[config.mk]
export PLATFORM = sky130hd
export DESIGN_NAME = pifp_irq_unit
export DESIGN_NICKNAME = d
export VERILOG_FILES = /design/src/hdl/pifp_pkg.sv /design/src/hdl/pifp_flag_bit.sv /design/src/hdl/pifp_reset_cause.sv /design/src/hdl/pifp_irq_unit.sv
export SDC_FILE = /design/constraint.sdc
export NUM_CORES = 1
export LEC_CHECK = 0
export ABC_CLOCK_PERIOD_IN_PS = 1900
export CELL_PAD_IN_SITES_DETAIL_PLACEMENT = 1
export CELL_PAD_IN_SITES_GLOBAL_PLACEMENT = 1
export CORE_ASPECT_RATIO = 1.5
export CORE_UTILIZATION = 42
export DETAILED_ROUTE_END_ITERATION = 7
export DONT_BUFFER_PORTS = 1
export HOLD_SLACK_MARGIN = 0.15
export PLACE_DENSITY_LB_ADDON = 0.3
export SLEW_MARGIN = 5
export SYNTH_ARGS = -nofsm -noshare
export SYNTH_HDL_FRONTEND = slang
export SYNTH_SLANG_ARGS = --single-unit
[constraint.sdc]
create_clock -name sys_clk -period 1.9 [get_ports sys_clk]
set_clock_uncertainty 0.15 [all_clocks]
set_input_delay 0.38 -clock sys_clk [delete_from_list [all_inputs] [get_ports sys_clk]]
set_output_delay 0.38 -clock sys_clk [all_outputs]
set_load 0.05 [all_outputs]
[src/hdl/pifp_pkg.sv]
package pifp_pkg;

	// ------------------------------------------------------------------
	// Register byte offsets on the APB bus
	// ------------------------------------------------------------------
	localparam logic [7:0] OFS_FLAGS2  = 8'h00;
	localparam logic [7:0] OFS_EN1     = 8'h04;
	localparam logic [7:0] OFS_EN2     = 8'h08;
	localparam logic [7:0] OFS_PRIO1   = 8'h0C;
	localparam logic [7:0] OFS_PRIO2   = 8'h10;
	localparam logic [7:0] OFS_RCAUSE  = 8'h14;
	localparam logic [7:0] OFS_CORECTL = 8'h18;
	localparam logic [7:0] OFS_FLAGS1  = 8'h1C;

	// ------------------------------------------------------------------
	// Field positions and masks
	// ------------------------------------------------------------------
	localparam int BIT_UNIMPL      = 5;
	localparam int BIT_PARPORT     = 7;
	localparam int BIT_PRIO_ON     = 7;
	localparam int BIT_SOFT_BOR    = 6;
	localparam int BIT_RESET_INSTR = 4;
	localparam int BIT_WDT_TIMEOUT = 3;
	localparam int BIT_POWER_DOWN  = 2;
	localparam int BIT_POWER_ON    = 1;
	localparam int BIT_BROWNOUT    = 0;
	localparam int BIT_GLOBAL_HIGH = 1;
	localparam int BIT_GLOBAL_LOW  = 0;

	// Implemented bits of the second-group registers (bit 5 absent)
	localparam logic [7:0] MASK_GROUP2  = 8'hDF;
	// Implemented bits of the first group on the large package
	localparam logic [7:0] MASK_GROUP1  = 8'hFF;
	// First group on the small package: parallel port bit absent
	localparam logic [7:0] MASK_GROUP1S = 8'h7F;
	// Writable reset-cause bits: timeout and power-down are read-only
	localparam logic [7:0] MASK_RCAUSE_W = 8'hD3;

	// ------------------------------------------------------------------
	// Reset values
	// ------------------------------------------------------------------
	localparam logic [7:0] RST_FLAGS  = 8'h00;
	localparam logic [7:0] RST_ENABLE = 8'h00;
	localparam logic [7:0] RST_PRIO   = 8'hFF;
	localparam logic [1:0] RST_CORE   = 2'h0;
	localparam logic [7:0] RST_RCAUSE = 8'h1C;
	localparam logic [31:0] RDATA_ZERO = 32'h0000_0000;

	// Reset-cause register helper states
	typedef enum logic [1:0] {
		PIFP_RC_IDLE  = 2'b00,
		PIFP_RC_LATCH = 2'b01,
		PIFP_RC_RUN   = 2'b10
	} pifp_rc_state_e;

endpackage

[src/hdl/pifp_flag_bit.sv]
`timescale 1ns/1ps
// Sticky event flag: hardware set wins over a software clear
module pifp_flag_bit (
	input  wire logic sys_clk,   // System clock
	input  wire logic reset,     // Synchronous reset, high
	input  wire logic event_in,  // One-cycle event from a source
	input  wire logic wr_en,     // Software write to this bit
	input  wire logic wr_val,    // Value software writes
	output logic      flag       // Sticky flag
);
	// Set has priority so an event in the clear cycle is kept
	always_ff @(posedge sys_clk) begin
		if (reset) begin
			flag <= 1'b0;
		end else if (event_in) begin
			flag <= 1'b1;
		end else if (wr_en) begin
			flag <= wr_val;
		end
	end

	a_set_wins_clear : assert property (@(posedge sys_clk) disable iff (reset)
		event_in |=> flag)
		else $error("flag lost an event");
endmodule

[src/hdl/pifp_reset_cause.sv]
`timescale 1ns/1ps
// Reset-cause register with priority-enable bit
module pifp_reset_cause import pifp_pkg::*; (
	input  wire logic       sys_clk,       // System clock
	input  wire logic       reset,         // Synchronous reset, high
	input  wire logic       cfg_soft_bor,  // Configured brownout enable
	input  wire logic       por_event,     // Reset came from power-on
	input  wire logic       bor_event,     // Reset came from brown-out
	input  wire logic       rst_instr,     // Reset instruction seen
	input  wire logic       wdt_timeout,   // Watchdog timed out
	input  wire logic       sleep_entry,   // Sleep instruction executed
	input  wire logic       wr_en,         // Software write strobe
	input  wire logic [7:0] wr_data,       // Software write data
	output logic      [7:0] value          // Register contents
);
	pifp_rc_state_e state;

	// Configuration-dependent bits are caught after reset release
	always_ff @(posedge sys_clk) begin
		if (reset) begin
			state <= PIFP_RC_LATCH;
		end else begin
			case (state)
				PIFP_RC_LATCH: state <= PIFP_RC_RUN;
				PIFP_RC_RUN:   state <= PIFP_RC_RUN;
				default:       state <= PIFP_RC_LATCH;
			endcase
		end
	end

	// Status flags: software may set or clear the writable ones
	always_ff @(posedge sys_clk) begin
		if (reset) begin
			value <= RST_RCAUSE;
		end else if (state == PIFP_RC_LATCH) begin
			value[BIT_SOFT_BOR] <= cfg_soft_bor;               // [RQ18]
			value[BIT_POWER_ON] <= ~por_event;                 // [RQ18]
			value[BIT_BROWNOUT] <= ~bor_event;
		end else begin
			if (wr_en) begin
				value <= (value & ~MASK_RCAUSE_W)
					| (wr_data & MASK_RCAUSE_W);                  // [RQ16]
			end
			if (rst_instr) begin
				value[BIT_RESET_INSTR] <= 1'b0;                 // [RQ17]
			end
			if (wdt_timeout) begin
				value[BIT_WDT_TIMEOUT] <= 1'b0;                 // [RQ17]
			end
			if (sleep_entry) begin
				value[BIT_POWER_DOWN] <= 1'b0;                  // [RQ17]
			end
			value[BIT_UNIMPL] <= 1'b0;
		end
	end

	a_prio_reset_low : assert property (@(posedge sys_clk)
		$fell(reset) |-> !value[BIT_PRIO_ON]) // [RQ16]
		else $error("priority enable not zero after reset");
	a_timeout_ro : assert property (@(posedge sys_clk) disable iff (reset)
		(state == PIFP_RC_RUN && !wdt_timeout && wr_en)
		|=> value[BIT_WDT_TIMEOUT] == $past(value[BIT_WDT_TIMEOUT])) // [RQ17]
		else $error("timeout flag changed by a write");
endmodule

[src/hdl/pifp_irq_unit.sv]
// Overview of operation
// [RQ1] Bit 7 flag sets on oscillator failure; software clears.
// [RQ2] Bit 6 flag sets on comparator change; software clears.
// [RQ3] Bit 5 of second flag, enable, priority registers reads zero.
// [RQ4] Bit 4 flag sets when a memory write completes; software clears.
// [RQ5] Bit 3 flag sets on bus collision; software clears.
// [RQ6] Bit 2 flag sets on voltage detect per selected direction.
// [RQ7] Bit 1 flag sets on timer 3 overflow; software clears.
// [RQ8] Bit 0 flag sets on capture or compare match, not in PWM.
// [RQ9] Second flag register bits are read/write and reset to zero.
// [RQ10] Without priority, peripheral global enable also gates requests.
// [RQ11] First enable register holds eight source enables, reset zero.
// [RQ12] Second enable register mirrors flags; 1 enables; reset zero.
// [RQ13] Small package: parallel port bit 7 of first registers reads zero.
// [RQ14] Priority bits steer sources only when priority mode is on.
// [RQ15] Priority bit 1 is high, 0 low; implemented bits reset to one.
// [RQ16] Reset-cause bit 7 enables two levels; read/write; resets zero.
// [RQ17] Reset-cause flags provided; timeout and power-down read-only.
// [RQ18] Soft brownout and power-on bits reset from configuration.
// [RQ19] Flags set on events regardless of any enable.
// [RQ20] With priority on, high global gates high, low gates low.
// [RQ21] Two request outputs, high and low, gated by global enables.
`timescale 1ns/1ps
module pifp_irq_unit import pifp_pkg::*; #(
	parameter bit SMALL_PACKAGE = 1'b0  // 1 = parallel port absent
) (
	input  wire logic        sys_clk,         // System clock, 20 MHz
	input  wire logic        reset,           // Synchronous reset, high
	// APB slave
	input  wire logic        psel,            // Slave select
	input  wire logic        penable,         // Access phase
	input  wire logic        pwrite,          // Write direction
	input  wire logic [7:0]  paddr,           // Byte address
	input  wire logic [31:0] pwdata,          // Write data
	output logic      [31:0] prdata,          // Read data
	output logic             pready,          // Transfer done
	output logic             pslverr,         // Unmapped address
	// Peripheral events, one-cycle pulses on sys_clk; detector inputs are levels
	input  wire logic        osc_fail_evt,    // Switched to internal osc
	input  wire logic        cmp_change_evt,  // Comparator input changed
	input  wire logic        nv_write_done,   // Memory write completed
	input  wire logic        bus_coll_evt,    // Serial bus collision
	input  wire logic        volt_above,      // Detector: above trip
	input  wire logic        volt_below,      // Detector: below trip
	input  wire logic        voltage_direction_sel, // 1 = rising trip
	input  wire logic        timer3_ovf_evt,  // Timer 3 overflowed
	input  wire logic        cc2_event,       // Capture/compare event
	input  wire logic [1:0]  cc2_mode,        // 0 off,1 capt,2 cmp,3 pwm
	input  wire logic [7:0]  flags1_evt,      // First-group source events
	// Reset-cause sources
	input  wire logic        cfg_soft_bor,    // Configured brownout en
	input  wire logic        por_event,       // Power-on reset occurred
	input  wire logic        bor_event,       // Brown-out reset occurred
	input  wire logic        rst_instr,       // Reset instruction
	input  wire logic        wdt_timeout,     // Watchdog timeout
	input  wire logic        sleep_entry,     // Sleep executed
	// Requests to the core
	output logic             irq_high,        // High-level request
	output logic             irq_low          // Low-level request
);

	// ------------------------------------------------------------------
	// Local constants
	// ------------------------------------------------------------------
	localparam logic [1:0] CC_CAPTURE = 2'h1;
	localparam logic [1:0] CC_COMPARE = 2'h2;
	localparam logic [7:0] MASK_G1 = SMALL_PACKAGE ? MASK_GROUP1S
		: MASK_GROUP1;

	// ------------------------------------------------------------------
	// Registers and decode
	// ------------------------------------------------------------------
	logic [7:0] flags2;
	logic [7:0] flags1;
	logic [7:0] en1;
	logic [7:0] en2;
	logic [7:0] prio1;
	logic [7:0] prio2;
	logic [7:0] rcause;
	logic [1:0] corectl;
	logic [7:0] evt2;
	logic       wr_acc;
	logic       wr_flags2;
	logic       wr_flags1;
	logic       mapped;
	logic       priority_levels_on;
	logic       high_level_global_en;
	logic       low_level_global_en;
	logic       volt_prev;
	logic       volt_now;
	logic [1:0] volt_sync1;
	logic [1:0] volt_sync2;
	logic [31:0] next_rdata;
	logic       next_high;
	logic       next_low;
	logic [7:0] pend1;
	logic [7:0] pend2;

	// Write takes effect only in the access phase
	assign wr_acc    = psel && penable && pwrite;
	assign wr_flags2 = wr_acc && (paddr == OFS_FLAGS2);
	assign wr_flags1 = wr_acc && (paddr == OFS_FLAGS1);

	assign priority_levels_on   = rcause[BIT_PRIO_ON];
	assign high_level_global_en = corectl[BIT_GLOBAL_HIGH];
	assign low_level_global_en  = corectl[BIT_GLOBAL_LOW];

	// ------------------------------------------------------------------
	// Event conditioning for the second flag group
	// ------------------------------------------------------------------
	// Detector levels come from an analog comparator with no relation to
	// sys_clk; two flops keep metastability away from the edge detector
	always_ff @(posedge sys_clk) begin
		if (reset) begin
			volt_sync1 <= 2'h0;
			volt_sync2 <= 2'h0;
		end else begin
			volt_sync1 <= {volt_above, volt_below};
			volt_sync2 <= volt_sync1;
		end
	end

	// Voltage trip: only the crossing into the selected condition counts
	assign volt_now = voltage_direction_sel ? volt_sync2[1]
		: volt_sync2[0];

	always_ff @(posedge sys_clk) begin
		if (reset) begin
			volt_prev <= 1'b0;
		end else begin
			volt_prev <= volt_now;
		end
	end

	// Map each source to its flag position; bit 5 has no source
	always_comb begin
		evt2      = 8'h00;
		evt2[7]   = osc_fail_evt;                               // [RQ1]
		evt2[6]   = cmp_change_evt;                             // [RQ2]
		evt2[4]   = nv_write_done;                              // [RQ4]
		evt2[3]   = bus_coll_evt;                               // [RQ5]
		evt2[2]   = volt_now && !volt_prev;                     // [RQ6]
		evt2[1]   = timer3_ovf_evt;                             // [RQ7]
		evt2[0]   = cc2_event && ((cc2_mode == CC_CAPTURE)
			|| (cc2_mode == CC_COMPARE));                         // [RQ8]
	end

	// ------------------------------------------------------------------
	// Flag bits: set independent of enables, set wins over clear
	// ------------------------------------------------------------------
	genvar gi;
	generate
		for (gi = 0; gi < 8; gi++) begin : g_flags
			if (MASK_GROUP2[gi]) begin : g_f2
				pifp_flag_bit u_f2 (
					.sys_clk  (sys_clk),
					.reset    (reset),
					.event_in (evt2[gi]),                         // [RQ19]
					.wr_en    (wr_flags2),                        // [RQ9]
					.wr_val   (pwdata[gi]),
					.flag     (flags2[gi])
				);
			end else begin : g_f2u
				assign flags2[gi] = 1'b0;                       // [RQ3]
			end
			if (MASK_G1[gi]) begin : g_f1
				pifp_flag_bit u_f1 (
					.sys_clk  (sys_clk),
					.reset    (reset),
					.event_in (flags1_evt[gi]),
					.wr_en    (wr_flags1),
					.wr_val   (pwdata[gi]),
					.flag     (flags1[gi])
				);
			end else begin : g_f1u
				assign flags1[gi] = 1'b0;                       // [RQ13]
			end
		end
	endgenerate

	// ------------------------------------------------------------------
	// Enable, priority and core control registers
	// ------------------------------------------------------------------
	// Unimplemented bits are masked on write so they stay zero
	always_ff @(posedge sys_clk) begin
		if (reset) begin
			en1 <= RST_ENABLE;                                  // [RQ11]
			en2 <= RST_ENABLE;                                  // [RQ12]
		end else if (wr_acc) begin
			if (paddr == OFS_EN1) begin
				en1 <= pwdata[7:0] & MASK_G1;                     // [RQ13]
			end
			if (paddr == OFS_EN2) begin
				en2 <= pwdata[7:0] & MASK_GROUP2;                 // [RQ3]
			end
		end
	end

	// Priority bits reset to high on every implemented position
	always_ff @(posedge sys_clk) begin
		if (reset) begin
			prio1 <= RST_PRIO & MASK_G1;                        // [RQ15]
			prio2 <= RST_PRIO & MASK_GROUP2;                    // [RQ15]
		end else if (wr_acc) begin
			if (paddr == OFS_PRIO1) begin
				prio1 <= pwdata[7:0] & MASK_G1;
			end
			if (paddr == OFS_PRIO2) begin
				prio2 <= pwdata[7:0] & MASK_GROUP2;
			end
		end
	end

	// Global enables normally live in the core; mirrored here for gating
	always_ff @(posedge sys_clk) begin
		if (reset) begin
			corectl <= RST_CORE;
		end else if (wr_acc && (paddr == OFS_CORECTL)) begin
			corectl <= pwdata[1:0];
		end
	end

	pifp_reset_cause u_rcause (
		.sys_clk      (sys_clk),
		.reset        (reset),
		.cfg_soft_bor (cfg_soft_bor),
		.por_event    (por_event),
		.bor_event    (bor_event),
		.rst_instr    (rst_instr),
		.wdt_timeout  (wdt_timeout),
		.sleep_entry  (sleep_entry),
		.wr_en        (wr_acc && (paddr == OFS_RCAUSE)),
		.wr_data      (pwdata[7:0]),
		.value        (rcause)
	);

	// ------------------------------------------------------------------
	// Request routing
	// ------------------------------------------------------------------
	assign pend1 = flags1 & en1;
	assign pend2 = flags2 & en2;

	// Priority steering applies only with two levels on; otherwise the
	// single level needs both the global and the peripheral enable
	always_comb begin
		if (priority_levels_on) begin
			next_high = high_level_global_en
				&& (|(pend1 & prio1) || |(pend2 & prio2));       // [RQ20]
			next_low  = high_level_global_en && low_level_global_en
				&& (|(pend1 & ~prio1) || |(pend2 & ~prio2));     // [RQ14]
		end else begin
			next_high = high_level_global_en && low_level_global_en
				&& (|pend1 || |pend2);                           // [RQ10]
			next_low  = 1'b0;
		end
	end

	always_ff @(posedge sys_clk) begin
		if (reset) begin
			irq_high <= 1'b0;
			irq_low  <= 1'b0;
		end else begin
			irq_high <= next_high;                              // [RQ21]
			irq_low  <= next_low;                               // [RQ21]
		end
	end

	// ------------------------------------------------------------------
	// APB read and response: one wait-free access phase
	// ------------------------------------------------------------------
	always_comb begin
		mapped     = 1'b1;
		next_rdata = RDATA_ZERO;
		case (paddr)
			OFS_FLAGS2:  next_rdata[7:0] = flags2;
			OFS_EN1:     next_rdata[7:0] = en1;
			OFS_EN2:     next_rdata[7:0] = en2;
			OFS_PRIO1:   next_rdata[7:0] = prio1;
			OFS_PRIO2:   next_rdata[7:0] = prio2;
			OFS_RCAUSE:  next_rdata[7:0] = rcause;
			OFS_CORECTL: next_rdata[1:0] = corectl;
			OFS_FLAGS1:  next_rdata[7:0] = flags1;
			default:     mapped = 1'b0;
		endcase
	end

	// Response registered in setup so pready is high in the access phase
	always_ff @(posedge sys_clk) begin
		if (reset) begin
			pready  <= 1'b0;
			pslverr <= 1'b0;
			prdata  <= RDATA_ZERO;
		end else if (psel && !penable) begin
			pready  <= 1'b1;
			pslverr <= !mapped;
			prdata  <= pwrite ? RDATA_ZERO : next_rdata;
		end else begin
			pready  <= 1'b0;
			pslverr <= 1'b0;
			prdata  <= RDATA_ZERO;
		end
	end

	// ------------------------------------------------------------------
	// Checks
	// ------------------------------------------------------------------
	a_osc_flag_set : assert property (@(posedge sys_clk)
		disable iff (reset) osc_fail_evt |=> flags2[7]) // [RQ1]
		else $error("oscillator fail flag not set");
	a_unimpl_zero : assert property (@(posedge sys_clk)
		disable iff (reset)
		!flags2[BIT_UNIMPL] && !en2[BIT_UNIMPL] && !prio2[BIT_UNIMPL]) // [RQ3]
		else $error("bit 5 not zero");
	a_cc2_pwm_quiet : assert property (@(posedge sys_clk)
		disable iff (reset)
		(cc2_event && cc2_mode == 2'h3 && !flags2[0] && !wr_flags2)
		|=> !flags2[0]) // [RQ8]
		else $error("capture flag set in pwm mode");
	a_flag_clear : assert property (@(posedge sys_clk) disable iff (reset)
		(wr_flags2 && !pwdata[1] && !timer3_ovf_evt) |=> !flags2[1]) // [RQ7]
		else $error("timer 3 flag not cleared");
	a_single_level : assert property (@(posedge sys_clk)
		disable iff (reset)
		!priority_levels_on && !low_level_global_en |=> !irq_high) // [RQ10]
		else $error("request without peripheral enable");
	a_low_gated : assert property (@(posedge sys_clk) disable iff (reset)
		!high_level_global_en |=> !irq_low && !irq_high) // [RQ20]
		else $error("request while globally disabled");
	a_high_route : assert property (@(posedge sys_clk) disable iff (reset)
		(priority_levels_on && high_level_global_en
		&& |(flags2 & en2 & prio2)) |=> irq_high) // [RQ21]
		else $error("high request missing");
	a_enable_reset : assert property (@(posedge sys_clk)
		$fell(reset) |-> en1 == RST_ENABLE && en2 == RST_ENABLE
		&& prio2 == MASK_GROUP2) // [RQ15]
		else $error("enable or priority reset value wrong");
	a_apb_ready : assert property (@(posedge sys_clk) disable iff (reset)
		(psel && !penable) |=> pready)
		else $error("no ready in access phase");
	a_small_pkg_zero : assert property (@(posedge sys_clk) // [RQ13]
		disable iff (reset)
		!SMALL_PACKAGE || (!en1[BIT_PARPORT] && !prio1[BIT_PARPORT]
		&& !flags1[BIT_PARPORT]))
		else $error("parallel port bit not zero");
	a_flag1_set : assert property (@(posedge sys_clk) // [RQ19]
		disable iff (reset) flags1_evt[0] |=> flags1[0])
		else $error("first group flag lost an event");
	a_rdata_upper : assert property (@(posedge sys_clk)
		disable iff (reset) pready |-> prdata[31:8] == 24'h00_0000)
		else $error("read data upper bits not zero");
endmodule

# Yosys cells after proc, flatten, opt, wreduce, memory -nomap -nowiden

Cells that the tools add are included.

Output and inout bits: 36
Input port bits: 70
Register bits after elaboration: 97

Bitwise logic cells: 14
Reductions and logical operators: 59
Muxes and demuxes: 43
Equal/unequal tests: 11

Operators with widths:

| operator             | count |
|---|---|
| $reduce_or A8 Y1     | 7 |
| $and A8 B8 Y8        | 6 |
| $pmux W6 S7          | 1 |
| $mux W1              | 38 |
| $reduce_bool A2 Y1   | 19 |
| $eq A8 B5 Y1 const B | 4 |
| $eq A8 B4 Y1 const B | 2 |
| $not A8 Y8           | 2 |
| $pmux W2 S8          | 1 |
| $reduce_and A2 Y1    | 8 |
| $logic_and A1 B1 Y1  | 13 |
| $eq A8 B3 Y1 const B | 1 |
| $logic_not A8 Y1     | 1 |
| $or A4 B8 Y8         | 1 |
| $mux W7              | 1 |
| $reduce_or A2 Y1     | 3 |
| $not A1 Y1           | 5 |
| $eq A2 B1 Y1 const B | 2 |
| $eq A2 B2 Y1 const B | 2 |
| $logic_or A1 B1 Y1   | 4 |
| $mux W2              | 2 |
| $logic_not A1 Y1     | 3 |
| $reduce_or A3 Y1     | 1 |

# Logic depth before layout (Yosys ltp)

Gate-level depths: netlist of run 1.

Depth after elaboration: 6
Gate-level depth with buffers: 7

# Hierarchy

A second synthesis of run 1 with hierarchy kept.

Cells, all modules: 408
Area total of the unflattened synthesis: 3,627.2 µm²

By module, submodules not included:

| module           | area an instance (µm²) | times used | sequential area each (µm²) | cells each |
|---|---|---|---|---|
| pifp_irq_unit    | 2,667.6                | 1          | 980.9                      | 308 |
| pifp_flag_bit    | 38.8                   | 15         | 20.0                       | 4 |
| pifp_reset_cause | 377.9                  | 1          | 180.2                      | 40 |

# Worst setup path before layout of run 1

OpenSTA, ideal clock, no wires.

Path type: input-to-reg
From: input port paddr[4]
To: register prio1[6]
Stages on the path: 7
Slack: 71 ps
Arrival: 1,560 ps
Cells stage by stage: buf_6 > nor4_4 > nand2_4 > nor2_8 > buf_8 > nor2b_1 > a211o_1

Longest elaborated chain between the ends: 2

RTL lines:

| what                               | RTL line             | source |
|---|---|---|
| start, declared                    | pifp_irq_unit.sv:33  | `input wire logic [7:0] paddr,` |
| $eq A8 B4 Y1                       | pifp_irq_unit.sv:205 | `if (paddr == OFS_PRIO1) begin` |
| $reduce_and A2 Y1 (no source line) | n/a                  |  |
| end signal, assigned               | pifp_irq_unit.sv:202 | `prio1 <= RST_PRIO & MASK_G1;` |
| end signal, assigned               | pifp_irq_unit.sv:206 | `prio1 <= pwdata[7:0] & MASK_G1;` |
| end, declared                      | pifp_irq_unit.sv:77  | `logic [7:0] prio1;` |

Every way passes these cells.
A chain may end at the register's enable or synchronous reset.

# Final worst setup path of run 1

From: input port paddr[5]
To: register g_flags[1].g_f2.u_f2.flag

Longest elaborated chain between the ends: 3

RTL lines:

| what                                | RTL line             | source |
|---|---|---|
| $logic_not A8 Y1                    | pifp_irq_unit.sv:101 | `assign wr_flags2 = wr_acc && (paddr == OFS_FLAGS2);` |
| $logic_and A1 B1 Y1                 | pifp_irq_unit.sv:101 |  |
| $reduce_bool A2 Y1 (no source line) | n/a                  |  |
| end signal, assigned                | pifp_flag_bit.sv:18  | `flag <= wr_val;` |
| end, declared                       | pifp_flag_bit.sv:9   | `output logic flag` |

Every way passes these cells.

==> results.md, run 1 <==
Worst setup path:
- On the worst path, the slowest cell contributes a delay of 550 ps.
- In this run the worst path has a maximum fanout of 7.
- The destination of the worst register-to-register timing path is prdata[1].
- The critical path's top delay family is simple AND/OR/NAND/NOR gates.
- The number of cells traversed by the worst register-to-register path is 4.
- STA classifies the critical path startpoint as a primary input.
- The number of buffers and inverters on the critical path is 1.
- The required time of the worst setup path is 1980 ps.
- The critical path endpoint category is a register.
- Traced cell by cell, the critical path runs through nor4_4, and2_1, nand2_2, nand2_1, a21oi_1, dlygate4sd3_1.
- Counting buffers and inverters, the worst setup path is 6 cells deep.
- On the critical path, the stage with the largest delay is an instance of dlygate4sd3_1.
- The reg2reg setup slack is 120 ps.
- The classification of the worst setup path is in2reg.
- The endpoint arrival time on the critical path is 1880 ps.
- The critical register-to-register path startpoint is g_flags[1].g_f1.u_f1.flag.

CTS:
- The sink count of the clock tree is 73.
- The maximum clock path buffer count is 2.
- The H-tree was split into 3 levels.
- The number of buffers created by CTS is 9.
- TritonCTS built the clock tree.
- Clock-pin slew was measured on the worst setup and hold paths at 60 ps.
- The cell at the root of the clock tree is clkbuf_16.
- The clock insertion delay at the later pin of the skew report is 340 ps.

Global route:
- The global-route usage over all layers is 0.270.
- The global-route wire length before repair is 18000 um.
- The via count of the first global-routing pass is 3361.
- The initial antenna violation count came to 0.
- Entering global routing, the biggest net connects 63 pins.
- Summed over all layers, the global routing overflow is 0.

Yosys:
- By count the netlist is led by dfxtp_1, nor2_1, nand2_1.
- Counting every instance in the synthesized netlist gives 411.
- Of the total synthesized cell area, the portion taken by AND, OR, NAND and NOR gates is 0.231.
- Counting flops with an async set or reset pin after synthesis yields a share of 0.
- The fraction of post-synthesis cell area in the top cell type by area is 0.404.
- After synthesis, the largest family of logic cells by area is simple AND/OR/NAND/NOR gates.
- The most common cell in the netlist is dfxtp_1.
- The count of flip-flops with a built-in enable after synthesis is 0.
- The share of the synthesized area in compound gates (AO/OA/AOI/OAI) is 0.154.
- The count of distinct cell types in the synthesized netlist is 49.
- During synthesis, Yosys emitted a total of 0 warnings.
- Summed over all instances, the cell type with the most area after synthesis is dfxtp_1.
- The flop and latch count out of synthesis is 73.
- The post-synthesis share of cell area spent on full adders, half adders and majority gates is 0.00346.
- The mean area per synthesized cell is 8.79 um^2.
- The flip-flop cell with the highest count after synthesis is dfxtp_1.
- The sequential share of the synthesized area is 0.404.
- Summing every instance area after synthesis gives 3610 um^2.
- Of the total synthesized cell area, the portion taken by XOR and XNOR cells is 0.00242.
- By area the synthesized netlist is led by dfxtp_1, mux2i_1, buf_4.
- The portion of netlist area occupied by mux cells is 0.107.

Floorplanning:
- The horizontal extent of the die is 77.7 um.
- 106 I/O pins were placed.
- For this configuration, the core starts out at a cell density of 0.432.
- The floorplan has 41 rows.
- The floorplan die area is 8990 um^2.
- The die is 116 um tall.
- The core region is 8360 um^2.

Pwr:
- The power density over cell area is 901 nW/um^2.
- The worst voltage drop across the vdd grid is 0.698 mV.
- The standby leakage power is 1.70 nW.
- The total chip power is 3.92 mW.

Drt:
- The via count normalized by instance count is 5.83.
- In the routed design, unresolved DRC markers number 0.
- The first-iteration detailed-routing DRC count is 215.
- Dividing the detail-routed wire length by the instance count gives 20.7 um.
- For this block, the via count after detailed routing is 3279.
- Once detail routing completed, the nets flagged for antenna violations numbered 0.
- The routed wire length is 11600 um.
- The first TritonRoute pass finished after 4 iterations.

STA:
- Based on the critical path, the design can be clocked at up to 555 MHz.
- The worst hold margin is 150 ps.
- The clock period could shrink to 1800 ps.
- The final hold violation count is 0.
- The max-slew violation count is 0.
- The final period utilization is 0.948.
- The final setup violation count is 0.

Finish:
- In the final design database the tool counted 522 nets.
- The number of fill cells is 976.
- 0 antenna diodes ended up in the layout.
- The area of combinational cells with multiple inputs is 1900 um^2.
- The layout overhead on the synthesized area is 20.4%.
- The share of final-layout standard cells stronger than drive strength 1 is 0.108.
- The area taken by flip-flops and latches is 1460 um^2.

Placed design:
- The placer congestion estimate is 0.897.
- The placed wire-length estimate after detailed placement is 7730 um.
- The count of buffers added on input and output ports is 0.

Min path:
- The worst hold path begins at flags1_evt[5].
- For hold timing, the worst endpoint is g_flags[5].g_f1.u_f1.flag.
- Along the worst hold path, the cell count comes to 2.
- The type of the tightest min-delay check is in2reg.

Run:
- The tool flagged a number of max-cap violations equal to 0.

Run status:
- The run finished with clean final reports.
[routing by layer]
metal,wire [um],part of all wire,GRT usage,up-vias
li1,-,-,-,1506
met2,6130,0.53,0.487,111
met1,4570,0.39,0.292,1627
met3,482,0.041,0.0520,35
met5,0,0,0,-
met4,462,0.040,0.158,0
[final cells by class]
type / instances / share of cell area
Clock buffer: 12 / 0.0590
Clock inverter: 3 / 0.00920
Inverter: 13 / 0.0112
Multi-Input combinational cell: 304 / 0.437
Sequential cell: 73 / 0.336
Tap cell: 107 / 0.0308
Timing Repair Buffer: 50 / 0.117
[kinds of logic (layout without fill, tap and decap cells)]
kind of cell / Yosys count / in the layout
buffers and inverters: 57 / 78
DFF: 73 / 73
other: 1 / 24
muxes: 32 / 32
xor gates and xnor gates: 1 / 1
and+or+nand+nor: 163 / 163
AOI/OAI and AO/OA: 83 / 83
adders and majority gates: 1 / 1
[where the power goes]
| part | internal [mW] | switching (mW) | total, mW |
|---|---|---|---|
| sequential | 1.62 | 0.0693 | 1.69 |
| clock | 1.08 | 0.633 | 1.71 |
| combinational | 0.212 | 0.306 | 0.518 |
| total | 2.91 | 1.01 | 3.92 |
[worst register-to-register path, stage by stage, from the launching register on]
cell	delay, ps
dfxtp_1	340
mux4_2	500
nand2_1	90
a21oi_1	50
dlygate4sd3_1	540
[registers in the layout (all words and copies together), names as in the netlist, 7 cells and up]
name and count:
g_flags.g_f2.u_f2.flag 7, prdata 8, prio2 7, prio1 8, u_rcause.value 7, en2 7
en1 8, g_flags.g_f1.u_f1.flag 8
[how the worst max path moves through the flow]
stage | endpoint | slack, ps | from
2_1_floorplan | prio1[6] | 70 | paddr[4]
3_3_place_gp | u_rcause.value[6] | 100 | paddr[5]
3_5_place_dp | u_rcause.value[6] | 30 | paddr[5]
4_1_cts | g_flags[1].g_f2.u_f2.flag | 9 | paddr[5]
5_1_grt | prdata[3] | -30 | paddr[2]
6_report | g_flags[1].g_f2.u_f2.flag | 100 | paddr[5]
[through the flow]
stage	instances	worst slack (ps)	utilization	setup TNS [ps]	instance area [um^2]
5_1_grt	562	-33.2	0.520	-33.2	4350
4_1_cts	561	9.41	0.517	0	4320
3_3_place_gp	509	97.5	0.435	0	3640
2_1_floorplan	434	70.8	-	0	3700
3_5_place_dp	509	33.3	0.435	0	3640
6_report	562	98.6	0.520	0	4350
[layout by cell type, fill, tap and decap left out, drive strengths merged, types with 2 or more instances in the layout]
cell / synthesis / final
a211o: 15 / 15
a211oi: 11 / 11
a21o: 2 / 2
a21oi: 22 / 22
a221oi: 3 / 3
a31oi: 11 / 11
and3: 3 / 3
buf: 35 / 14
clkbuf: 9 / 12
clkinv: 0 / 2
conb: 1 / 24
dfxtp: 73 / 73
dlygate4sd3: 0 / 36
inv: 13 / 13
mux2: 3 / 3
mux2i: 24 / 24
mux4: 5 / 5
nand2: 43 / 43
nand2b: 2 / 2
nand3: 22 / 22
nand4: 9 / 9
nor2: 48 / 48
nor2b: 14 / 14
nor3: 12 / 12
nor3b: 2 / 2
nor4: 2 / 2
o21ai: 3 / 3
o22ai: 12 / 12
[repair_timing]
item,in CTS,in global routing
setup endpoints to repair,0,6
resized for setup,0,3
buffers inserted,0,1
endpoints found under the hold margin,66,0
hold buffers,37,0
Power figures use the tool's default switching activity.
==> run 2: changes to the inputs <==
Settings changed: SYNTH_HIERARCHICAL from default to 1.
==> results.md, run 2 <==
Run status:
- Result of the run: complete, no violations (unchanged).

Finish:
- The most common cell after layout, fill and taps aside was dfxtp_1 (unchanged).
- The final antenna diode count was 0 (unchanged).
- The final instance area is 4460 um^2 (was 4350 um^2).
- The share of final-layout standard cells stronger than drive strength 1 was 0.123 (was 0.108).
- The layout overhead on the synthesized area is 22.9% (was 20.4%).
- The final-stage net count is 529 (was 522).
- Leading cell types in the layout, fill and taps excluded: dfxtp_1, nand2_1, dlygate4sd3_1 (was dfxtp_1, nor2_1, nand2_1).

CTS:
- The TritonCTS clock tree is built (unchanged).
- The H-tree depth reported by CTS is 3 (unchanged).
- The buffer count from post-CTS setup fixing is 0 (unchanged).
- The cell at the root of the clock tree was clkbuf_16 (unchanged).
- The sink count of the clock tree was 73 (unchanged).
- The clock insertion delay at the later pin of the skew report is 340 ps (about the same).
- The maximum clock path buffer count was 2 (unchanged).
- The clock-pin slew reported for the worst setup and hold paths after clock tree synthesis was 60 ps (about the same).
- The number of buffers created by CTS is 9 (unchanged).

STA:
- Setup repair after global routing left no endpoint under its margin.
- The max-slew violation count is 0 (unchanged).
- The final period utilization was 0.952 (was 0.948).
- The shortest period the worst path allows is 1810 ps (was 1800 ps).
- The final hold violation count was 0 (unchanged).
- The final setup violation count is 0 (unchanged).
- The maximum frequency from static timing analysis was 553 MHz (was 555 MHz).

Yosys:
- The count of distinct cell types in the synthesized netlist was 54 (was 49).
- The count of warnings emitted by yosys is 6 (was 0).
- The mapped cell area is 3630 um^2 (was 3610 um^2).
- The synthesized instance count came to 408 (was 411).
- Leading post-synthesis cells by instance count: dfxtp_1, nand2_1, mux2i_1 (was dfxtp_1, nor2_1, nand2_1).
- The most common cell in the netlist was dfxtp_1 (unchanged).
- The sequential share of the synthesized area is 0.403 (was 0.404).
- The count of flip-flops with a built-in enable after synthesis was 0 (unchanged).
- The dominant cell type by area after synthesis is dfxtp_1 (unchanged).
- Dominant cells by area after synthesis: dfxtp_1, mux2i_1, buf_4 (unchanged).
- The flop and latch count out of synthesis came to 73 (unchanged).
- The flip-flop cell with the highest count after synthesis is dfxtp_1 (unchanged).
- The mean area per synthesized cell is 8.89 um^2 (was 8.79 um^2).
- The fraction of registers with async set or reset after synthesis came to 0 (unchanged).
- The fraction of post-synthesis cell area in the top cell type by area is 0.403 (was 0.404).

Drt:
- The total number of vias is 3192 (was 3279).
- The remaining routing DRC violations is 0 (unchanged).
- The post-route antenna net violation count is 0 (unchanged).
- The via count normalized by instance count was 5.61 (was 5.83).
- The routed wire length is 10900 um (was 11600 um).
- The wire length per cell is 19.1 um (was 20.7 um).
- The total iterations of the first detailed-routing run is 4 (unchanged).
- The first-iteration detailed-routing DRC count is 162 (was 215).

Placed design:
- The placer congestion estimate is 0.910 (was 0.897).
- The placed cell area was 3770 um^2 (was 3640 um^2).
- The placed wire-length estimate after detailed placement is 7550 um (was 7730 um).
- The number of port buffers is 0 (unchanged).

Worst setup path:
- The worst setup path endpoint was en2[3] (was g_flags[1].g_f2.u_f2.flag).
- The origin of the worst setup path is paddr[4] (was paddr[5]).
- The endpoint arrival time on the critical path is 1880 ps (about the same).
- The critical register-to-register path startpoint was prio2[1] (was g_flags[1].g_f1.u_f1.flag).
- The launching element type of the critical path is a primary input (unchanged).
- The critical path endpoint category was a register (unchanged).
- The reg2reg setup slack came to 320 ps (was 120 ps).
- The required time of the worst setup path is 1970 ps (was 1980 ps).
- The highest net fanout along the worst path came to 21 (was 7).
- The destination of the worst register-to-register timing path is prdata[1] (unchanged).
- The classification of the worst setup path is in2reg (unchanged).
- The number of cells traversed by the worst register-to-register path was 4 (unchanged).

Floorplanning:
- The floorplan die area is 9020 um^2 (was 8990 um^2).
- The core footprint is 8410 um^2 (was 8360 um^2).
- The die outline height is 116 um (about the same).
- The standard-cell row count is 41 (unchanged).
- The total I/O pin count is 106 (unchanged).
- The horizontal extent of the die is 77.9 um (was 77.7 um).
- The effective utilization at floorplan is 0.431 (was 0.432).

Global route:
- The largest net degree at the start of global routing is 63 (unchanged).
- The via count of the first global-routing pass is 3353 (was 3361).
- The global-route wire length before repair is 17100 um (was 18000 um).
- The initial antenna violation count was 0 (unchanged).
- The total congestion overflow after global routing came to 0 (unchanged).
- The global-route usage over all layers is 0.255 (was 0.270).

Run:
- The reported max-cap violation count was 0 (unchanged).

Min path:
- The type of the tightest min-delay check is in2reg (unchanged).
- The number of cells on the worst hold path is 2 (unchanged).

Pwr:
- The total chip power was 3.93 mW (was 3.92 mW).
- The power density over cell area is 881 nW/um^2 (was 901 nW/um^2).
- The standby leakage power is 1.73 nW (was 1.70 nW).
- The worst voltage drop across the vdd grid is 0.741 mV (was 0.698 mV).
==> run 2: changes by cell type in the layout (fill, tap and decap cells not counted), moves of 3 or more <==
cell      before  now
mux2i_1       24   33
nor3_1        10    3
a211oi_1      11    3
buf_4         11   18
a31oi_1       11    3
nor2b_1       14   22
o22ai_1       12    8
nor2_1        45   26
a21oi_1       22   29
inv_1         13   18
a22oi_1        1    4
==> run 2: layout make-up <==
| type | instances | area, um^2 |
|---|---|---|
| fill | 995 | 3950 |
| multi-input combinational | 299 | 1950 |
| sequential | 73 | 1460 |
| timing repair buffer | 56 | 553 |
| clock buffer | 11 | 243 |
| tap | 107 | 134 |
| inverter | 18 | 67.6 |
| clock inverter | 5 | 55.1 |
==> run 2: how the worst min path moves through the flow <==
stage	startpoint	slack [ps]	to
final	pwdata[0]	170	u_rcause/value[0]
after global routing	pwdata[0]	150	u_rcause/value[0]
after CTS	pwdata[0]	150	u_rcause/value[0]
after detailed placement	volt_sync1[1]	290	volt_sync2[1]
after global placement	volt_sync1[1]	270	volt_sync2[1]
after floorplan	volt_sync1[0]	260	volt_sync2[0]
==> run 2: per-stage QoR <==
step                hold WS (ps)  setup slack [ps]  cells  setup TNS [ps]  utilization
floorplan                    264              8.73    431               0            -
global placement             265              10.1    517               0        0.449
detailed placement           287             -64.9    517            -303        0.449
CTS                          154              41.3    569               0        0.529
global route                 155              27.9    569               0        0.530
finish                       168              91.3    569               0        0.530
==> run 2: logic make-up (layout without fill, tap and decap cells) <==
group	count (synthesis)	after routing	share of synthesized area
simple gates	150	150	0.217
compound gates	82	82	0.154
flops	73	73	0.403
buf+inv	59	90	0.0966
mux	39	39	0.119
fa+ha+maj	2	2	0.00690
other cells	2	25	0.00207
xor+xnor	1	1	0.00242
==> run 2: power breakdown <==
group	internal [mW]	switching (mW)	total, mW	leakage [nW]
Sequential	1.62	0.0769	1.70	0.597
Clock	1.05	0.646	1.69	0.142
Combinational	0.219	0.316	0.535	0.992
==> run 2: metal layers <==
layer / up-vias / GRT usage / part of all wire
met5: - / 0 / 0
met4: 0 / 0.127 / 0.026
met2: 107 / 0.472 / 0.54
li1: 1490 / - / -
met3: 22 / 0.0520 / 0.045
met1: 1573 / 0.273 / 0.39
==> run 2: critical path, cell delays in order <==
cell and delay, ps:
dlygate4sd3_1 640, nor2_1 280, nand4_4 270, mux2i_1 230, nor2_1 60
==> run 2: timing repair <==
action,in CTS,in global routing
hold buffers,36,0
endpoints found under the setup margin,0,5
endpoints found under the hold margin,69,0
gates resized for setup,0,1
==> run 3: changes to the inputs <==
Settings changed: PLACE_DENSITY from default to 0.74, PLACE_DENSITY_LB_ADDON 0.3 to default.
==> results.md, run 3 (synthesized netlist as in run 2, its figures left out) <==
Global route:
- The via count of the first global-routing pass was 3244 (was 3353).
- The initial antenna violation count is 0 (unchanged).
- The global-route usage over all layers came to 0.252 (was 0.255).
- The total congestion overflow after global routing is 0 (unchanged).
- The global-route wire length before repair was 16800 um (was 17100 um).
- The largest net degree at the start of global routing is 63 (unchanged).

CTS:
- The TritonCTS clock tree is built (unchanged).
- The H-tree depth reported by CTS came to 3 (unchanged).
- The clock insertion delay at the later pin of the skew report is 340 ps (about the same).
- The sink count of the clock tree was 73 (unchanged).
- The buffer count from post-CTS setup fixing is 0 (unchanged).
- The cell at the root of the clock tree is clkbuf_16 (unchanged).
- The maximum clock path buffer count came to 2 (unchanged).
- The clock-pin slew reported for the worst setup and hold paths after clock tree synthesis is 50 ps (was 60 ps).
- The number of buffers created by CTS was 9 (unchanged).

STA:
- The least setup slack across all paths after layout is 79.5 ps (was 91.3 ps).
- Unrepaired setup endpoints after global routing: no (unchanged).
- The max-slew violation count came to 0 (unchanged).
- The shortest period the worst path allows is 1820 ps (was 1810 ps).
- The final period utilization is 0.958 (was 0.952).
- The worst hold margin came to 157 ps (was 168 ps).
- The final hold violation count came to 0 (unchanged).
- The final setup violation count was 0 (unchanged).
- The maximum frequency from static timing analysis was 549 MHz (was 553 MHz).

Min path:
- The type of the tightest min-delay check is in2reg (unchanged).

Worst setup path:
- The highest net fanout along the worst path was 21 (unchanged).
- The cell type with the highest occurrence count on the critical path is nor2_1 (unchanged).
- The endpoint arrival time on the critical path is 1880 ps (about the same).
- The critical path endpoint category is a register (unchanged).
- The reg2reg setup slack is 320 ps (about the same).
- Worst path cell trace: dlygate4sd3_1, nor2_1, nand4_4, mux2i_1, nor2_1 (unchanged).
- The critical path's top delay family is buffers and inverters (unchanged).
- The required time of the worst setup path is 1960 ps (was 1970 ps).
- The maximum single-stage delay on the critical path came to 660 ps (was 640 ps).
- The classification of the worst setup path is in2reg (unchanged).
- The launching element type of the critical path was a primary input (unchanged).
- The worst path buffer plus inverter count is 1 (unchanged).
- The slowest cell on the critical path is dlygate4sd3_1 (unchanged).

Drt:
- The wire length per cell is 18.9 um (was 19.1 um).
- The highest metal layer with signal wires is met4 (unchanged).
- The remaining routing DRC violations is 0 (unchanged).
- The first-iteration detailed-routing DRC count is 182 (was 162).
- The routed length on met1 is 4190 um (was 4260 um).
- The total number of vias is 3160 (was 3192).
- The via count normalized by instance count is 5.55 (was 5.61).
- The routed wire length is 10700 um (was 10900 um).
- The post-route antenna net violation count is 0 (unchanged).
- The amount of wire on met3 after detailed routing is 506 um (was 491 um).
- The amount of wire on met2 after detailed routing came to 5680 um (was 5860 um).
- The total iterations of the first detailed-routing run is 4 (unchanged).

Run:
- The reported max-cap violation count is 0 (unchanged).

Floorplanning:
- The standard-cell row count was 41 (unchanged).
- The total I/O pin count is 106 (unchanged).
- The horizontal extent of the die is 77.9 um (unchanged).
- The effective utilization at floorplan is 0.431 (unchanged).
- The floorplan die area is 9020 um^2 (unchanged).
- The core footprint is 8410 um^2 (unchanged).
- The die outline height is 116 um (unchanged).

Run status:
- Result of the run: complete, no violations (unchanged).

Placed design:
- The placed wire-length estimate after detailed placement is 7550 um (about the same).
- The number of port buffers is 0 (unchanged).
- The placed cell area is 3780 um^2 (was 3770 um^2).
- The placer congestion estimate is 0.939 (was 0.910).
- The number of cells in the design after placement came to 518 (was 517).
- The worst slack at placement is -107 ps (was -64.9 ps).

Finish:
- The most common cell after layout, fill and taps aside is dfxtp_1 (unchanged).
- The final-stage net count was 529 (unchanged).
- The final antenna diode count was 0 (unchanged).
- The share of final-layout standard cells stronger than drive strength 1 is 0.126 (was 0.123).
- The final core area utilization was 0.531 (was 0.530).
- The final standard cell count with taps included and fillers excluded is 569 (unchanged).
- The final instance area came to 4470 um^2 (was 4460 um^2).
- The number of fill cells is 1005 (was 995).
- Leading cell types in the layout, fill and taps excluded: dfxtp_1, nand2_1, dlygate4sd3_1 (unchanged).
- The layout overhead on the synthesized area is 23.1% (was 22.9%).

Pwr:
- The standby leakage power is 1.74 nW (was 1.73 nW).
- The power density over cell area was 888 nW/um^2 (was 881 nW/um^2).
- The worst voltage drop across the vdd grid is 0.592 mV (was 0.741 mV).
-- run 3: cell types whose count changed in the layout (fill, tap and decap cells not counted) --
cell and change:
clkinv_4 +1, dlygate4sd3_1 -1, clkinv_2 -1, clkbuf_8 +1, clkinvlp_4 -1, buf_4 +1
-- run 3: final timing paths --
check | end | cells past startpoint | start
min reg2reg | volt_sync2[1] | 1 | volt_sync1[1]
max reg2reg | irq_high | 5 | g_flags[3].g_f2.u_f2/flag
max | en2[4] | 5 | paddr[4]
min | prdata[1] | 2 | pwrite
-- run 3: per-layer routing --
metal	vias to the layer above	global-route usage
met5	-	0
met4	0	0.140
met3	25	0.0535
met2	96	0.458
met1	1545	0.271
li1	1494	-
-- run 3: repair_timing --
action | in CTS | in global routing
gates resized for setup | 0 | 1
setup endpoints to repair | 0 | 7
endpoints found under the hold margin | 69 | 0
hold buffers | 35 | 0
-- run 3: power by group --
group / switching [mW] / internal, mW / total [mW]
clock network: 0.646 / 1.09 / 1.73
logic: 0.315 / 0.218 / 0.533
registers: 0.0745 / 1.62 / 1.70
total: 1.04 / 2.93 / 3.97
-- run 3: area by class of cell --
class / instances / area (um^2) / area share
clock inverter: 4 / 51.3 / 0.0115
inverter: 18 / 67.6 / 0.0151
clock buffer: 12 / 256 / 0.0574
sequential: 73 / 1460 / 0.327
multi-input combinational: 299 / 1950 / 0.436
timing repair buffer: 56 / 551 / 0.123
tap: 107 / 134 / 0.0300
-- run 3: metrics by stage --
stage          setup TNS (ps)  total power [mW]
3_5_place_dp             -835              2.16
3_3_place_gp            -29.3              2.14
5_1_grt                     0              4.12
4_1_cts                     0              3.98
6_report                    0              3.97
2_1_floorplan               0              2.13
